$ cat src/design/fadc_regs.vh
`ifndef FADC_REGS_VH
`define FADC_REGS_VH

// Comparator count and output word width.
`define FADC_NUM_CMP 15
`define FADC_WORD_W 4
// Field position of the top output bit.
`define FADC_MSB_POS 3
// Width of the low-order group governed by the lower invert control.
`define FADC_LSB_GRP_W 3
// Reset value of the output word and of the latched comparators.
`define FADC_WORD_RST 4'h0
`define FADC_THERM_RST 15'h0000
// Buffer depth in words.
`define FADC_FIFO_DEPTH 16
// Shortest strobe period allowed, in ns (25 Msps).
`define FADC_MIN_STROBE_NS 40
`define FADC_CLK_NS 10
`define FADC_MIN_STROBE_CYC ((`FADC_MIN_STROBE_NS + `FADC_CLK_NS - 1) / `FADC_CLK_NS)
// Strobe edges needed before the output word is defined.
`define FADC_WARMUP_EDGES 2'h2

`endif

$ cat src/design/fadc_fifo.v
`default_nettype none

module fadc_fifo #(
    parameter WIDTH = 4,
    parameter DEPTH = 16,
    parameter AW = 4
) (
    // Clock and reset.
    input wire core_clk,
    input wire rst_n,
    // Fill side.
    input wire in_valid,
    output wire in_ready,
    input wire [WIDTH-1:0] in_data,
    // Drain side.
    output wire out_valid,
    input wire out_ready,
    output wire [WIDTH-1:0] out_data
);

    reg [WIDTH-1:0] mem [0:DEPTH-1];
    reg [AW-1:0] wr_ptr;
    reg [AW-1:0] rd_ptr;
    reg [AW:0] count;
    wire do_wr;
    wire do_rd;
    integer i;

    assign in_ready = (count != DEPTH[AW:0]);
    assign out_valid = (count != {(AW+1){1'b0}});
    assign out_data = mem[rd_ptr];
    assign do_wr = in_valid && in_ready;
    assign do_rd = out_valid && out_ready;

    always @(posedge core_clk or negedge rst_n) begin
        if (!rst_n) begin
            wr_ptr <= {AW{1'b0}};
            rd_ptr <= {AW{1'b0}};
            count <= {(AW+1){1'b0}};
            for (i = 0; i < DEPTH; i = i + 1) begin
                mem[i] <= {WIDTH{1'b0}};
            end
        end else begin
            if (do_wr) begin
                mem[wr_ptr] <= in_data;
                wr_ptr <= (wr_ptr == DEPTH[AW-1:0] - 1'b1) ? {AW{1'b0}} : wr_ptr + 1'b1;
            end
            if (do_rd) begin
                rd_ptr <= (rd_ptr == DEPTH[AW-1:0] - 1'b1) ? {AW{1'b0}} : rd_ptr + 1'b1;
            end
            if (do_wr && !do_rd) begin
                count <= count + 1'b1;
            end else if (do_rd && !do_wr) begin
                count <= count - 1'b1;
            end
        end
    end

endmodule

`default_nettype wire

$ cat src/design/fadc_encoder.v
// Notes on behaviour
// [RL1] Fifteen comparator results arrive as a thermometer code into the encoder.
// [RL2] A comparator reads one when the input lies above its reference, zero when below.
// [RL3] The thermometer code is encoded to binary or offset two's complement, optionally inverted.
// [RL4] The two format inputs are static settings held by the driving party.
// [RL5] The output word comes from a register that holds its value between updates.
// [RL6] Both format inputs are active low: low inverts the bits they govern.
// [RL7] The MSB control acts on the top bit only; the lower control on the three low bits.
// [RL8] The two controls select true or inverted binary or offset two's complement.
// [RL9] True binary gives 0000 at the most positive step and 1111 at the most negative.
// [RL10] Comparator states are latched on each rising edge of the sample strobe.
// [RL11] The encoded sample reaches the output register on the next rising strobe edge.
// [RL12] An in-range input yields a code from 0 to 15.
// [RL13] Inputs beyond the range saturate to the full-scale code at that end.
// [RL14] The driving party issues strobes no faster than 25 Msps.
// [RL15] Each result is a 4-bit parallel word.
// [RL16] The sample strobe alone controls conversion.
// [RL17] The output word is undefined until two rising strobe edges have passed.
`include "fadc_regs.vh"
`default_nettype none

module fadc_encoder #(
    parameter NUM_CMP = `FADC_NUM_CMP,
    parameter WORD_W = `FADC_WORD_W,
    parameter FIFO_DEPTH = `FADC_FIFO_DEPTH,
    parameter MIN_STROBE_CYC = `FADC_MIN_STROBE_CYC
) (
    // Clock and reset.
    input wire core_clk,
    input wire rst_n,
    // Comparator results, bit k set when the input lies above reference k.
    input wire [NUM_CMP-1:0] cmp_above,
    // Format controls, active low.
    input wire msb_invert_n,
    input wire lsb_group_invert_n,
    // Sample strobe.
    input wire sample_strobe,
    // Output word register.
    output reg out_bit_msb,
    output reg out_bit_2,
    output reg out_bit_3,
    output reg out_bit_lsb,
    output reg out_word_valid,
    // Buffered sample stream.
    output reg stream_valid,
    input wire stream_ready,
    output reg [WORD_W-1:0] stream_data,
    output reg stream_overflow,
    output reg strobe_too_fast
);

    reg strobe_prev;
    reg [NUM_CMP-1:0] therm_latched;
    reg [1:0] warmup;
    reg [7:0] gap_cnt;
    wire strobe_rise;
    wire [WORD_W-1:0] enc_word;
    wire fifo_in_ready;
    wire fifo_out_valid;
    wire [WORD_W-1:0] fifo_out_data;
    wire take_out;

    // Counts set comparators, so a bubble-free code maps straight to the step.
    function [WORD_W-1:0] therm_count;
        input [NUM_CMP-1:0] t;
        integer k;
        reg [WORD_W:0] acc;
        begin
            acc = {(WORD_W+1){1'b0}};
            for (k = 0; k < NUM_CMP; k = k + 1) begin
                acc = acc + {{WORD_W{1'b0}}, t[k]};
            end
            therm_count = acc[WORD_W-1:0];
        end
    endfunction

    // Applies the format; true binary is most positive input at code zero.
    function [WORD_W-1:0] apply_format;
        input [WORD_W-1:0] level;
        input minv_n;
        input linv_n;
        reg [WORD_W-1:0] tb;
        begin
            tb = ~level; // [RL9] [RL12] [RL13]
            apply_format = {tb[`FADC_MSB_POS] ^ ~minv_n,
                            tb[`FADC_LSB_GRP_W-1:0] ^ {`FADC_LSB_GRP_W{~linv_n}}}; // [RL6] [RL7] [RL8]
        end
    endfunction

    // Fifteen comparators cover sixteen steps; all on is the most positive code 0000
    // once inverted. Out-of-range inputs light all or none, so they saturate.
    assign enc_word = apply_format(therm_count(therm_latched), msb_invert_n,
                                   lsb_group_invert_n); // [RL2] [RL3] [RL15]
    assign strobe_rise = sample_strobe && !strobe_prev; // [RL16]
    assign take_out = fifo_out_valid && (!stream_valid || stream_ready);

    always @(posedge core_clk or negedge rst_n) begin
        if (!rst_n) begin
            strobe_prev <= 1'b0;
            therm_latched <= `FADC_THERM_RST;
            out_bit_msb <= 1'b0;
            out_bit_2 <= 1'b0;
            out_bit_3 <= 1'b0;
            out_bit_lsb <= 1'b0;
            warmup <= 2'h0;
            out_word_valid <= 1'b0;
            gap_cnt <= 8'h00;
            strobe_too_fast <= 1'b0;
        end else begin
            strobe_prev <= sample_strobe;
            if (gap_cnt != 8'hff) begin
                gap_cnt <= gap_cnt + 8'h01;
            end
            if (strobe_rise) begin
                therm_latched <= cmp_above; // [RL1] [RL10]
                {out_bit_msb, out_bit_2, out_bit_3, out_bit_lsb} <= enc_word; // [RL11] [RL5]
                if (warmup != `FADC_WARMUP_EDGES) begin
                    warmup <= warmup + 2'h1;
                end
                out_word_valid <= (warmup >= `FADC_WARMUP_EDGES - 2'h1); // [RL17]
                gap_cnt <= 8'h01;
                if (warmup != 2'h0 && gap_cnt < MIN_STROBE_CYC[7:0]) begin
                    strobe_too_fast <= 1'b1; // [RL14]
                end
            end
        end
    end

    always @(posedge core_clk or negedge rst_n) begin
        if (!rst_n) begin
            stream_valid <= 1'b0;
            stream_data <= `FADC_WORD_RST;
        end else if (take_out) begin
            stream_valid <= 1'b1;
            stream_data <= fifo_out_data;
        end else if (stream_ready) begin
            stream_valid <= 1'b0;
        end
    end

    // Each defined output word, captured one cycle after its strobe edge, is queued unless the buffer is full.
    reg push;
    always @(posedge core_clk or negedge rst_n) begin
        if (!rst_n) begin
            push <= 1'b0;
            stream_overflow <= 1'b0;
        end else begin
            push <= strobe_rise && (warmup >= `FADC_WARMUP_EDGES - 2'h1);
            // A defined word that meets a full buffer is lost, and the loss is kept.
            if (push && !fifo_in_ready) begin
                stream_overflow <= 1'b1;
            end
        end
    end

    fadc_fifo #(
        .WIDTH(WORD_W),
        .DEPTH(FIFO_DEPTH),
        .AW($clog2(FIFO_DEPTH))
    ) u_fifo (
        .core_clk(core_clk),
        .rst_n(rst_n),
        .in_valid(push),
        .in_ready(fifo_in_ready),
        .in_data({out_bit_msb, out_bit_2, out_bit_3, out_bit_lsb}),
        .out_valid(fifo_out_valid),
        .out_ready(take_out),
        .out_data(fifo_out_data)
    );

endmodule

`default_nettype wire

$ cat config.mk
export PLATFORM = sky130hd
export DESIGN_NAME = fadc_encoder
export DESIGN_NICKNAME = d
export VERILOG_FILES = /design/src/design/fadc_fifo.v /design/src/design/fadc_encoder.v
export VERILOG_INCLUDE_DIRS = /design/src /design/src/design
export SDC_FILE = /design/constraint.sdc
export NUM_CORES = 1
export LEC_CHECK = 0
export ABC_AREA = 1
export BUFFER_PORTS_ARGS = -buffer_cell sky130_fd_sc_hd__buf_2
export CAP_MARGIN = 30
export CORE_MARGIN = 2
export CORE_UTILIZATION = 55
export CTS_CLUSTER_DIAMETER = 30
export DETAILED_ROUTE_END_ITERATION = 16
export HOLD_SLACK_MARGIN = 0.03
export MAX_ROUTING_LAYER = met4
export PLACE_DENSITY = 0.83
export SLEW_MARGIN = 30
export SYNTH_ARGS = -nofsm -noshare
export SYNTH_HDL_FRONTEND = slang
export SYNTH_SLANG_ARGS = --single-unit
export TNS_END_PERCENT = 20
$ cat constraint.sdc
create_clock -name core_clk -period 7.55 [get_ports core_clk]
set_clock_uncertainty 0.1 [all_clocks]
set_input_delay 1.51 -clock core_clk [delete_from_list [all_inputs] [get_ports core_clk]]
set_output_delay 1.51 -clock core_clk [all_outputs]
set_load 0.02 [all_outputs]
Word-level counts from Yosys, hierarchy flattened
Cells that the tools add are included.
{"block": "totals", "in_bits": 21, "word_cells": 107, "register_bits": 116, "out_inout_bits": 12}
{"block": "op_classes", "order_cmp": 5, "reduce_logical": 23, "n_bitwise": 7, "n_eq_ne": 5, "n_addsub": 20, "mux": 14}
{"cell": "64-bit bitwise mux", "n": 1}
{"cell": "4-bit by 1-bit adder with 4-bit output", "n": 11}
{"cell": "4-bit 2-to-1 mux", "n": 5}
{"cell": "4-bit binary-select mux with 4-bit select", "n": 1}
{"cell": "4-bit demux with 4-bit select", "n": 1}
{"cell": "8-bit 2-to-1 mux", "n": 2}
{"cell": "5-bit greater-or-equal comparator (second input constant)", "n": 2}
{"cell": "1-bit logical AND", "n": 10}
{"cell": "5-bit 2-to-1 mux", "n": 2}
{"cell": "4-bit NOT with 5-bit output", "n": 2}
{"cell": "4-bit by 1-bit adder with 4-bit output (second input constant)", "n": 2}
{"cell": "8-bit by 1-bit adder with 8-bit output (second input constant)", "n": 1}
{"cell": "4-bit equality test (second input constant)", "n": 2}
{"cell": "8-bit by 3-bit < comparator with 1-bit output (second input constant)", "n": 1}
{"cell": "8-bit != test (second input constant)", "n": 1}
{"cell": "2-bit nonzero test", "n": 4}
{"cell": "5-bit by 1-bit adder with 5-bit output (second input constant)", "n": 1}
{"cell": "1-bit logical NOT", "n": 5}
{"cell": "5-bit by 1-bit < comparator with 1-bit output (second input constant)", "n": 1}
{"cell": "5-bit != test (second input constant)", "n": 1}
{"cell": "5-bit nonzero test", "n": 1}
{"cell": "5-bit by 1-bit subtractor with 5-bit output (second input constant)", "n": 1}
{"cell": "3-bit by 1-bit adder with 4-bit output", "n": 1}
{"cell": "4-bit NOT", "n": 1}
{"cell": "other kinds (11)", "n": 14}

Longest topological paths before layout
Gate-level depths: netlist of run 1.
{"block": "depth", "depth_word": 16, "mapped_depth": 14}

Hierarchy
From an unflattened synthesis of run 1, not the netlist that was laid out.
{"block": "unflattened", "cells_unflattened": 773, "area_unflattened_um2": 6218.5}
{"module": "fadc_fifo", "cells_per_inst": 552, "area_per_inst_um2": 4204.0, "instances": 1}
{"module": "fadc_encoder", "cells_per_inst": 221, "area_per_inst_um2": 2014.4, "instances": 1}

Worst setup path before layout of run 1
No wires, ideal clock.
{"block": "synth_timing", "kind": "register to register", "from": "register therm_latched[0]", "to": "register out_bit_2", "arrival_ns": 3.504, "stages_incl_launch_ff": 11, "n_path_buf": 0, "path_slack_ns": 3.811, "period_less_slack_ns": 3.739, "required_time_ns": 7.315, "cell_sequence": "dfrtp_1 fa_1 inv_1 fa_1 fa_1 fa_1 fa_1 fa_1 xnor2_1 xnor2_1 o21ai_0"}
{"block": "synth_between", "elab_chain_cells": 16}
{"element": "start: declaration", "line_no": "fadc_encoder.v:53", "rtl": "reg [NUM_CMP-1:0] therm_latched;"}
{"element": "start signal: assignment", "line_no": "fadc_encoder.v:100", "rtl": "therm_latched <= `FADC_THERM_RST;"}
{"element": "start signal: assignment", "line_no": "fadc_encoder.v:115", "rtl": "therm_latched <= cmp_above;"}
{"element": "1-bit by 1-bit adder with 2-bit output", "line_no": "fadc_encoder.v:71", "rtl": "acc = acc + {{WORD_W{1'b0}}, t[k]};"}
{"element": "2-bit by 1-bit adder with 3-bit output", "line_no": "fadc_encoder.v:71"}
{"element": "3-bit by 1-bit adder with 4-bit output", "line_no": "fadc_encoder.v:71"}
{"element": "4-bit by 1-bit adder with 4-bit output (11 in a row)", "line_no": "fadc_encoder.v:71"}
{"element": "4-bit NOT", "line_no": "fadc_encoder.v:84", "rtl": "tb = ~level;"}
{"element": "3-bit bitwise XOR", "line_no": "fadc_encoder.v:86", "rtl": "tb[`FADC_LSB_GRP_W-1:0] ^ {`FADC_LSB_GRP_W{~linv_n}}};"}
{"element": "end signal: assignment", "line_no": "fadc_encoder.v:116", "rtl": "{out_bit_msb, out_bit_2, out_bit_3, out_bit_lsb} <= enc_word;"}
{"element": "end: declaration", "line_no": "fadc_encoder.v:40", "rtl": "output reg out_bit_2,"}
Every way passes these cells.
A chain may end at the register's enable or synchronous reset.

Worst setup path in the final report of run 1
Same ends and word-level chain as after synthesis.

==> results.ini, run 1 <==
[clocking]
cts_root_buf = clkbuf_16
cts.path.max_buffers = 2
insertion_delay_ps = 410
cts_tree = yes
ctsHtreeMaxLevel = 4
cts_resized = 0
cts.clk_slew.worst_paths_ps = 50
post_cts_buffers = 0
cts_hold_buf = 0
numCtsBuffers = 17
cts.sinks = 116

[worst_hold_path]
min_path_type = reg2reg

[power]
leakage_nw = 3.57
power_per_cell_area_nw_per_um2 = 433
peakVddDrop_v = 0.000374
report.power.total_mw = 3.12

[critical_path]
crit_slowest_cell = fa_1
timing.critical_path.mode_cell = fa_1
cp_num_buf_inv = 1
critical-path-max-stage-delay_ps = 550
crit_required_ps = 7710
crit_path_max_fanout = 2
endpoint_kind = register
arrival_ps = 4050
start_kind = register
critPathKind = reg2reg
worstPathCellList = fa_1 -> inv_1 -> fa_1 -> fa_1 -> fa_1 -> fa_1 -> fa_1 -> xnor2_1 -> xnor2_1 -> o21ai_0
cp_top_family = adder cells

[cells_and_area]
post-route-cell-area_um2 = 7210
register_area_um2 = 2910
multi_input_area_um2 = 2870
drive_gt1_frac = 0.219
diodes = 0
area_delta_synth_final_pct = 12.9
layout.nets = 817
nFillCells = 915

[sta]
rsz0062_at_grt = no
worst_pin_slew_ps = 964
setup_viol = 0
slew_violations = 0
finalWorstPathRequiredPeriod_ps = 3890
setup_tns_ps = 0
period_share = 0.515
final-hold-violation-count = 0
clock.fmax_mhz = 257
maxSlewHeadroom = 0.358

[global_routing]
antenna_found_initial = 0
grt_overflow_total = 0
grt_max_degree = 70
grt_use_total = 0.228
grt_pass1_vias = 4587
grt_pass1_wl_mm = 22.1

[detailed_routing]
wl_per_cell_um = 14.1
vias_per_cell = 5.22
ant_nets = 0
vias = 4840
drc = 0
routed_wirelength_mm = 13.1
first_pass_iters = 8
drt_iter0_drc = 324

[die]
die_w_um = 112
pin_count = 33
core_area_um2 = 11400
start_util = 0.561
rows = 39
die_y_um = 112
dieArea_um2 = 12500

[outcome]
status = finished, final reports clean

[place]
gp_congestion = 0.830
dp_hpwl_mm = 8.19
place_area_um2 = 6580
portBuffers = 32

[logic_synthesis]
synth-seq-cells = 116
synth_top_area_cell = dfrtp_1
ys_seq_area_frac = 0.455
yosysUniqueCellTypes = 33
yosys_warnings = 0
synthCells = 745
synth_area_um2 = 6380
synth_nets = 791
yosysTopAreaCellShare = 0.455
syn_area_per_cell_um2 = 8.57
synth_area_leaders = dfrtp_1 (45%), nand2_1 (9.0%), inv_1 (6.6%), a21oi_2 (5.5%), nand3_1 (4.2%)

[flow_run]
drv_cap = 0

==> cell usage after synthesis, drive strengths merged <==
library cell,instances
nand2,168
dfrtp,116
inv,116
nor2,112
a21oi,69
nand3,54
o21ai,32
buf,23
ha,14
fa,11
xor2,8
clkbuf,5
nand4,4
xnor2,4
nor3,3
a21boi,1
a31o,1
nand3b,1
nor4,1
o21bai,1
or2,1
==> worst register-to-register path: stages (launching register included) <==
cell,delay [ps]
dfrtp_1,400
fa_1,550
inv_1,60
fa_1,470
fa_1,530
fa_1,430
fa_1,420
fa_1,390
xnor2_1,180
xnor2_1,130
o21ai_0,90
==> layout by cell type (no fill, tap or decap), drive strengths merged <==
master / instances
a21boi: 1
a21oi: 69
a31o: 1
buf: 35
bufinv: 4
clkbuf: 19
clkinv: 5
clkinvlp: 4
dfrtp: 116
fa: 11
ha: 14
inv: 116
nand2: 168
nand3: 54
nand3b: 1
nand4: 4
nor2: 112
nor3: 3
nor4: 1
o21ai: 32
o21bai: 1
or2: 1
xnor2: 4
xor2: 8
==> stage by stage <==
step	instances	util	setup WS, ps	hold WS, ps
finish	927	0.634	3660	371
global route	927	0.634	3510	395
CTS	927	0.633	3640	373
detailed placement	895	0.578	3670	358
global placement	895	0.578	3740	355
floorplan	745	-	3810	343
==> layer usage <==
layer | routed length, µm | vias to the layer above | GRT usage | share of wire
met5 | 0 | - | - | 0
met4 | 225 | 0 | 0.0741 | 0.017
met3 | 754 | 37 | 0.0561 | 0.058
met2 | 6260 | 147 | 0.349 | 0.48
met1 | 5810 | 2298 | 0.302 | 0.45
li1 | - | 2358 | - | -
==> logic make-up (layout without fill, tap and decap cells) <==
kind of cell	Yosys count	in the layout	share of synthesized area
AO/OA/AOI/OAI	104	104	0.106
XOR/XNOR	12	12	0.0165
adder cells (fa/ha/maj)	25	25	0.0620
buffers and inverters	144	183	0.0953
flip-flops	116	116	0.455
AND/OR/NAND/NOR	344	344	0.265
==> registers in the layout, summed over array words and instances (netlist names) <==
name / cells
therm_latched: 15
u_fifo.mem: 64
out_word_valid: 1
stream_data: 4
gap_cnt: 8
out_bit_msb: 1
u_fifo.count: 5
u_fifo.rd_ptr: 4
warmup: 2
u_fifo.wr_ptr: 4
stream_valid: 1
strobe_too_fast: 1
out_bit_2: 1
strobe_prev: 1
out_bit_lsb: 1
out_bit_3: 1
stream_overflow: 1
push: 1
==> report_power, final <==
group / internal, mW / switching [mW] / leakage [nW]
Combinational: 0.448 / 0.753 / 1.82
Sequential: 0.852 / 0.217 / 1.45
Clock: 0.559 / 0.290 / 0.295
==> final timing paths <==
check                                        startpoint                     endpoint  slack [ps]  depth (start not counted)
max in group asynchronous                         rst_n      out_bit_lsb$_DFFE_PN0P_        5260                          2
min in group asynchronous                         rst_n   u_fifo.mem[46]$_DFFE_PN0P_        1020                          1
hold / removal              strobe_too_fast$_DFFE_PN0P_  strobe_too_fast$_DFFE_PN0P_         370                          1
setup / recovery           therm_latched[0]$_DFFE_PN0P_        out_bit_2$_DFFE_PN0P_        3660                         10
hold reg to reg             strobe_too_fast$_DFFE_PN0P_  strobe_too_fast$_DFFE_PN0P_         370                          1
setup reg to reg           therm_latched[0]$_DFFE_PN0P_        out_bit_2$_DFFE_PN0P_        3660                         10
==> layout make-up <==
cell class              count  area share
inverters                 116      0.0608
multi-input cells         485       0.398
repair buffers             35      0.0262
clock inverters            13      0.0253
flip-flops and latches    116       0.403
well taps                 143      0.0248
clock buffers              19      0.0615
(Power assumes the default switching activity.)
==> run 2: changes to the inputs <==
- ABC_AREA: 1 -> 0
- PLACE_DENSITY: 0.83 -> 0.86
- clock period: 7.55 -> 3.2 ns (I/O delays scaled with it)
==> run 2 against run 1 <==
The run now ends with setup timing left; critical path depth fell by 1; largest power group is now registers; sequential cell count did not move; die area fell by 8.5%; utilization rose by 1.9 points; area after synthesis fell by 8.9%; cell count fell by 31%; global-route usage rose by 1.0 points; wire length fell by 10%; via count fell by 23%; synthesized cell count fell by 39%; sequential share of layout area rose by 2.9 points; register-to-register slack got worse by 4200 ps.
==> results.ini, run 2 <==
[detailed_routing]
wl_per_cell_um = 18.1  ; was 14.1 µm
first_pass_iters = 4  ; was 8
drc = 0  ; unchanged
vias_per_cell = 5.78  ; was 5.22
routed_wirelength_mm = 11.7  ; was 13.1 mm
ant_nets = 0  ; unchanged
drt_iter0_drc = 193  ; was 324
vias = 3723  ; was 4840

[power]
leakage_nw = 3.25  ; was 3.57 nW
peakVddDrop_v = 0.000716  ; was 0.000374 V
power_per_cell_area_nw_per_um2 = 994  ; was 433 nW/µm²

[critical_path]
start_kind = register  ; unchanged
r2r_slack_ps = -560  ; was 3660 ps
crit_slowest_cell = fa_1  ; unchanged
worstPathCellList = fa_1 -> inv_1 -> fa_1 -> fa_1 -> fa_1 -> fa_2 -> fa_2 -> xor2_1 -> o21ai_1  ; was fa_1 -> inv_1 -> fa_1 -> fa_1 -> fa_1 -> fa_1 -> fa_1 -> xnor2_1 -> xnor2_1 -> o21ai_0
critPathKind = reg2reg  ; unchanged
crit_required_ps = 3480  ; was 7710 ps
endpoint_kind = register  ; unchanged
ff2ff_path_depth = 9  ; was 10
critical-path-max-stage-delay_ps = 540  ; was 550 ps
arrival_ps = 4050  ; about the same
timing.critical_path.mode_cell = fa_1  ; unchanged
crit_path_max_fanout = 2  ; unchanged

[logic_synthesis]
synth_nets = 500  ; was 791
yosysTopAreaCellShare = 0.499  ; was 0.455
synth_most_common_cell = dfrtp_1  ; was nand2_1
synthFlopType = dfrtp_1  ; unchanged
synth_area_um2 = 5820  ; was 6380 µm²
synth_top_area_cell = dfrtp_1  ; unchanged
synth_area_leaders = dfrtp_1 (50%), mux2_1 (10%), fa_1 (3.8%), mux4_1 (3.6%), ha_1 (3.0%)  ; was dfrtp_1 (45%), nand2_1 (9.0%), inv_1 (6.6%), a21oi_2 (5.5%), nand3_1 (4.2%)
ys_seq_area_frac = 0.499  ; was 0.455
syn_area_per_cell_um2 = 12.8  ; was 8.57 µm²
yosys-top-cells-count = dfrtp_1 (116), mux2_1 (53), nand2_1 (39), inv_1 (26), o21ai_0 (23)  ; was nand2_1 (153), dfrtp_1 (116), inv_1 (112), nor2_1 (71), nand3_1 (54)
yosysUniqueCellTypes = 60  ; was 33
synthArstFlopShare = 1.00  ; unchanged
synth_edf_count = 0  ; unchanged
synth-seq-cells = 116  ; unchanged
yosys_warnings = 0  ; unchanged
synthCells = 454  ; was 745

[outcome]
violations = setup timing
status = finished, violations left  ; was finished, final reports clean

[clocking]
insertion_delay_ps = 520  ; was 410 ps
cts.sinks = 116  ; unchanged
cts.clk_slew.worst_paths_ps = 60  ; was 50 ps
cts_tree = yes  ; unchanged
numCtsBuffers = 17  ; unchanged
cts.path.max_buffers = 2  ; unchanged
cts_hold_buf = 0  ; unchanged
cts_root_buf = clkbuf_8  ; was clkbuf_16
ctsHtreeMaxLevel = 4  ; unchanged

[sta]
clock.fmax_mhz = 266  ; was 257 MHz
rsz0062_at_grt = yes  ; was no
finalWorstPathRequiredPeriod_ps = 3760  ; was 3890 ps
slew_violations = 0  ; unchanged
setup_viol = 4  ; was 0
worst_pin_slew_ps = 878  ; was 964 ps
period_share = 1.18  ; was 0.515
setup_ws_ps = -564  ; was 3660 ps
maxSlewHeadroom = 0.414  ; was 0.358
final-hold-violation-count = 0  ; unchanged
setup_tns_ps = -1740  ; was 0 ps

[place]
dp_hpwl_mm = 7.80  ; was 8.19 mm
dp_slack_ps = -652  ; was 3670 ps
portBuffers = 32  ; unchanged
gp_congestion = 0.785  ; was 0.830

[die]
pin_count = 33  ; unchanged
dieArea_um2 = 11400  ; was 12500 µm²
die_y_um = 107  ; was 112 µm
core_area_um2 = 10300  ; was 11400 µm²
start_util = 0.566  ; was 0.561
die_w_um = 107  ; was 112 µm
rows = 37  ; was 39

[cells_and_area]
final_core_util = 0.653  ; was 0.634
area_delta_synth_final_pct = 15.4  ; was 12.9%
reg.largest.list = u_fifo.mem: 64 flops, therm_latched: 15 flops, gap_cnt: 8 flops  ; unchanged
drive_gt1_frac = 0.240  ; was 0.219
layout_commonest_cell = dfrtp_1  ; was nand2_1
largest_reg_flops = 64  ; unchanged
largest_register = u_fifo.mem  ; unchanged
layout.nets = 541  ; was 817
diodes = 0  ; unchanged
layout_common_cells = dfrtp_1 (116), mux2_1 (53), nand2_1 (39), buf_2 (31), inv_1 (26)  ; was nand2_1 (153), dfrtp_1 (114), inv_1 (112), nor2_1 (71), nand3_1 (54)

[global_routing]
grt_pass1_wl_mm = 19.9  ; was 22.1 mm
grt_max_degree = 49  ; was 70
grt_pass1_vias = 4015  ; was 4587
grt_overflow_total = 0  ; unchanged
grt_use_total = 0.238  ; was 0.228
antenna_found_initial = 0  ; unchanged

[flow_run]
drv_cap = 0  ; unchanged

[worst_hold_path]
min_path_type = in2async  ; was reg2reg

-- run 2: cell families (layout without fill, tap and decap cells) --
family / after synthesis / in the layout / synth area share
adder cells (fa/ha/maj): 25 / 25 / 0.0680
flip-flops: 116 / 116 / 0.499
XOR/XNOR: 14 / 14 / 0.0211
AND/OR/NAND/NOR: 101 / 101 / 0.0990
AO/OA/AOI/OAI: 57 / 57 / 0.0667
buffers and inverters: 49 / 103 / 0.0469
multiplexers: 92 / 92 / 0.199
-- run 2: report_power, final --
part           leakage, nW  total, mW  switching, mW  internal [mW]
Clock                0.292       1.91          0.699           1.21
Combinational         1.46       2.31           1.15           1.16
Sequential            1.50       2.45          0.506           1.95
Total                 3.25       6.67           2.35           4.32
-- run 2: layout make-up --
class / instances / area, µm²
clock buffers: 18 / 428
clock inverters: 14 / 176
fillers: 777 / 3560
inverters: 26 / 97.6
multi-input cells: 289 / 2670
flip-flops and latches: 116 / 2900
well taps: 136 / 170
repair buffers: 45 / 273
-- run 2: per-stage QoR --
| stage | cell area, µm² | hold slack (ps) | total power, mW | std cells |
|---|---|---|---|---|
| 5_1_grt | 6710 | 61.2 | 7.10 | 644 |
| 3_3_place_gp | 6090 | 351 | 4.55 | 611 |
| 2_1_floorplan | 5830 | 244 | 4.19 | 454 |
| 3_5_place_dp | 6090 | 367 | 4.76 | 611 |
| 4_1_cts | 6710 | 39.3 | 6.71 | 644 |
| 6_report | 6710 | 28.3 | 6.67 | 644 |
-- run 2: repair_timing --
item | CTS | global route
buffers inserted | 1 | 0
setup endpoints to repair | 4 | 4
gates resized for setup | 1 | 1
pin swaps | 4 | 0
-- run 2: worst max-delay path, delay by kind of cell (launching register included) --
family	cells	cell delay, ps
flip-flops	1	390
adder cells (fa/ha/maj)	6	2860
XOR/XNOR	1	140
buffers and inverters	1	50
AO/OA/AOI/OAI	1	70
-- run 2: path summary, 6_finish.rpt --
| check | startpoint | endpoint |
|---|---|---|
| max | therm_latched[0]$_DFFE_PN0P_ | out_bit_3$_DFFE_PN0P_ |
| min | rst_n | u_fifo.mem[17]$_DFFE_PN0P_ |
| max reg2reg | therm_latched[0]$_DFFE_PN0P_ | out_bit_3$_DFFE_PN0P_ |
| min reg2reg | stream_overflow$_DFFE_PN0P_ | stream_overflow$_DFFE_PN0P_ |
| max in group asynchronous | rst_n | u_fifo.mem[54]$_DFFE_PN0P_ |
| min in group core_clk | sample_strobe | strobe_prev$_DFF_PN0_ |
-- run 2: per-layer routing --
metal | GRT usage | share of wire | vias up
met1 | 0.279 | 0.41 | 1901
met4 | 0.0863 | 0.017 | 0
li1 | - | - | 1698
met3 | 0.0675 | 0.050 | 19
met5 | - | 0 | -
met2 | 0.396 | 0.52 | 105
==> run 3: changes to the inputs <==
--- a/config.mk
+++ b/config.mk
@@ -21,2 +21,3 @@
 export SYNTH_HDL_FRONTEND = slang
+export SYNTH_HIERARCHICAL = 1
 export SYNTH_SLANG_ARGS = --single-unit
--- a/constraint.sdc
+++ b/constraint.sdc
@@ -4,2 +4,2 @@
 set_output_delay 0.64 -clock core_clk [all_outputs]
-set_load 0.02 [all_outputs]
+set_load 0.005 [all_outputs]
==> run 3 against run 2 <==
The flow still finishes with violations (setup timing); global-route usage shrank 0.48 points; utilization rose by 0.056 points; non-clock buffer count fell by 4; worst hold slack improved by 77 ps; worst setup slack worse by 35 ps; die area increased by 1.8%; first-iteration DRC count up 55%; power is essentially flat; sequential share of layout area shrank 0.40 points; clock power increased by 3%.
==> results.ini, run 3 <==
[outcome]
status = finished, violations left  ; unchanged
violations = setup timing  ; unchanged

[detailed_routing]
drt_iter0_drc = 300  ; was 193
first_pass_iters = 4  ; unchanged
vias_per_cell = 5.82  ; was 5.78
routed_wirelength_mm = 11.9  ; was 11.7 mm
ant_nets = 0  ; unchanged
drc = 0  ; unchanged
wl_per_cell_um = 18.3  ; was 18.1 µm
vias = 3788  ; was 3723

[logic_synthesis]
yosys-top-cells-count = dfrtp_1 (116), nand2_1 (53), mux2_2 (41), mux2_4 (28), inv_1 (25)  ; was dfrtp_1 (116), mux2_1 (53), nand2_1 (39), inv_1 (26), o21ai_0 (23)
yosysUniqueCellTypes = 52  ; was 60
yosys_warnings = 6  ; was 0
synthCells = 474  ; was 454
syn_area_per_cell_um2 = 12.5  ; was 12.8 µm²
synth_edf_count = 0  ; unchanged
ys_seq_area_frac = 0.490  ; was 0.499
synthArstFlopShare = 1.00  ; unchanged
synth_most_common_cell = dfrtp_1  ; unchanged
synth_nets = 520  ; was 500
yosysTopAreaCellShare = 0.490  ; was 0.499
synth_top_area_cell = dfrtp_1  ; unchanged
synthFlopType = dfrtp_1  ; unchanged
synth_area_leaders = dfrtp_1 (49%), mux2_2 (7.8%), mux2_4 (7.1%), mux4_2 (4.6%), fa_1 (3.7%)  ; was dfrtp_1 (50%), mux2_1 (10%), fa_1 (3.8%), mux4_1 (3.6%), ha_1 (3.0%)
synth_area_um2 = 5920  ; was 5820 µm²
synth-seq-cells = 116  ; unchanged

[clocking]
cts.sinks = 116  ; unchanged
cts.path.max_buffers = 2  ; unchanged
insertion_delay_ps = 520  ; about the same
cts_root_buf = clkbuf_8  ; unchanged
numCtsBuffers = 17  ; unchanged
cts_hold_buf = 0  ; unchanged
ctsHtreeMaxLevel = 4  ; unchanged
cts.clk_slew.worst_paths_ps = 50  ; was 60 ps
cts_tree = yes  ; unchanged

[place]
place_area_um2 = 6130  ; was 6090 µm²
portBuffers = 32  ; unchanged
dp.cells = 618  ; was 611
gp_congestion = 0.822  ; was 0.785
dp_slack_ps = -614  ; was -652 ps
dp_hpwl_mm = 7.84  ; was 7.80 mm

[die]
dieArea_um2 = 11600  ; was 11400 µm²
core_area_um2 = 10400  ; was 10300 µm²
die_y_um = 108  ; was 107 µm
rows = 37  ; unchanged
pin_count = 33  ; unchanged
start_util = 0.571  ; was 0.566
die_w_um = 108  ; was 107 µm

[sta]
rsz0062_at_grt = yes  ; unchanged
maxSlewHeadroom = 0.390  ; was 0.414
worst_pin_slew_ps = 915  ; was 878 ps
period_share = 1.19  ; was 1.18
setup_ws_ps = -598  ; was -564 ps
setup_tns_ps = -1780  ; was -1740 ps
final-hold-violation-count = 0  ; unchanged
setup_viol = 4  ; unchanged
clock.fmax_mhz = 263  ; was 266 MHz
fin_hold_ws_ps = 105  ; was 28.3 ps
finalWorstPathRequiredPeriod_ps = 3800  ; was 3760 ps
slew_violations = 0  ; unchanged

[critical_path]
timing.critical_path.mode_cell = fa_1  ; unchanged
worstPathCellList = fa_1 -> inv_1 -> fa_1 -> fa_1 -> fa_1 -> fa_2 -> fa_2 -> xor2_1 -> o21ai_1  ; unchanged
endpoint_kind = register  ; unchanged
cp_num_buf_inv = 1  ; unchanged
crit_required_ps = 3480  ; about the same
critPathKind = reg2reg  ; unchanged
start_kind = register  ; unchanged
critical-path-max-stage-delay_ps = 540  ; about the same
arrival_ps = 4070  ; was 4050 ps
r2r_slack_ps = -600  ; was -560 ps
crit_slowest_cell = fa_1  ; unchanged
crit_path_max_fanout = 2  ; unchanged
cp_top_family = adder cells  ; unchanged

[global_routing]
grt_max_degree = 67  ; was 49
grt_pass1_wl_mm = 20.2  ; was 19.9 mm
grt_pass1_vias = 4052  ; was 4015
antenna_found_initial = 0  ; unchanged
grt_overflow_total = 0  ; unchanged
grt_use_total = 0.233  ; was 0.238

[power]
comb_power_share = 0.333  ; was 0.346
power_switching_share = 0.335  ; was 0.352
peakVddDrop_v = 0.000551  ; was 0.000716 V
clkPwrFrac = 0.294  ; was 0.287
p_seq_frac = 0.373  ; was 0.368
report.power.total_mw = 6.67  ; about the same
power_per_cell_area_nw_per_um2 = 985  ; was 994 nW/µm²
leakage_nw = 3.25  ; about the same
p_sw_mw = 2.23  ; was 2.35 mW
internal-power_mw = 4.44  ; was 4.32 mW

[cells_and_area]
layout_common_cells = dfrtp_1 (115), nand2_1 (53), mux2_2 (41), buf_2 (31), mux2_4 (28)  ; was dfrtp_1 (116), mux2_1 (53), nand2_1 (39), buf_2 (31), inv_1 (26)
final_core_util = 0.654  ; was 0.653
final_cells = 651  ; was 644
largest_reg_flops = 64  ; unchanged
layout.nets = 548  ; was 541
reg.largest.list = u_fifo/mem: 64 flops, therm_latched: 15 flops, gap_cnt: 8 flops  ; was u_fifo.mem: 64 flops, therm_latched: 15 flops, gap_cnt: 8 flops
post-route-cell-area_um2 = 6780  ; was 6710 µm²
layout_commonest_cell = dfrtp_1  ; unchanged
drive_gt1_frac = 0.332  ; was 0.240
area_delta_synth_final_pct = 14.5  ; was 15.4%
nFillCells = 703  ; was 777
largest_register = u_fifo/mem  ; was u_fifo.mem
diodes = 0  ; unchanged

[flow_run]
drv_cap = 0  ; unchanged

[worst_hold_path]
min_path_type = in2async  ; unchanged

## run 3: kinds of logic (layout without fill, tap and decap cells)
kind of cell               after synthesis  in the layout  share of synthesized area
AOI/OAI and AO/OA                       57             57                     0.0606
xor gates and xnor gates                11             11                     0.0163
adders and majority gates               25             25                     0.0668
buffers and inverters                   57             98                     0.0477
DFF                                    116            116                      0.490
muxes                                   93             93                      0.215
and+or+nand+nor                        115            115                      0.103
## run 3: final cells by class
class / count / area, µm² / area share
timing repair buffer: 41 / 230 / 0.0340
clock inverter: 10 / 153 / 0.0225
clock buffer: 22 / 463 / 0.0683
tap: 136 / 170 / 0.0251
multi-input combinational: 301 / 2770 / 0.408
inverter: 25 / 93.8 / 0.0138
sequential: 116 / 2900 / 0.428
## run 3: repair_timing
action | 4_1_cts | 5_1_grt
buffers inserted | 0 | 1
setup endpoints to repair | 5 | 6
pin swaps | 1 | 6
hold endpoints to repair | 0 | 0
gates resized for setup | 2 | 4
## run 3: metal layers
| metal | global-route usage | routed length, µm |
|---|---|---|
| met1 | 0.291 | 5120 |
| met2 | 0.369 | 6080 |
| met3 | 0.0569 | 511 |
| met4 | 0.0943 | 231 |
| met5 | - | 0 |
## run 3: worst register-to-register path, stage by stage (launching register included)
cell and delay (ps):
dfrtp_1 400, fa_1 540, inv_1 50, fa_1 440, fa_1 510, fa_1 440, fa_2 390, fa_2 540
xor2_1 160, o21ai_1 80
## run 3: power by group through the flow
stage | Clock (mW) | Sequential (mW) | Combinational [mW]
final | 1.96 | 2.49 | 2.22
after global routing | 2.05 | 2.56 | 2.44
after CTS | 1.98 | 2.48 | 2.17
after global placement | 0 | 2.44 | 1.96
after floorplan | 0 | 2.17 | 1.82
after detailed placement | 0 | 2.49 | 2.10
## run 3: path summary, 6_finish.rpt
| path | end | cells past startpoint | start |
|---|---|---|---|
| worst min-delay path | u_fifo/mem[33]$_DFFE_PN0P_ | 1 | rst_n |
| worst min register to register | stream_overflow$_DFFE_PN0P_ | 1 | stream_overflow$_DFFE_PN0P_ |
| worst max-delay path | out_bit_3$_DFFE_PN0P_ | 9 | therm_latched[0]$_DFFE_PN0P_ |
| min in group core_clk | strobe_prev$_DFF_PN0_ | 1 | sample_strobe |
| max in group asynchronous | therm_latched[0]$_DFFE_PN0P_ | 2 | rst_n |
| worst max register to register | out_bit_3$_DFFE_PN0P_ | 9 | therm_latched[0]$_DFFE_PN0P_ |
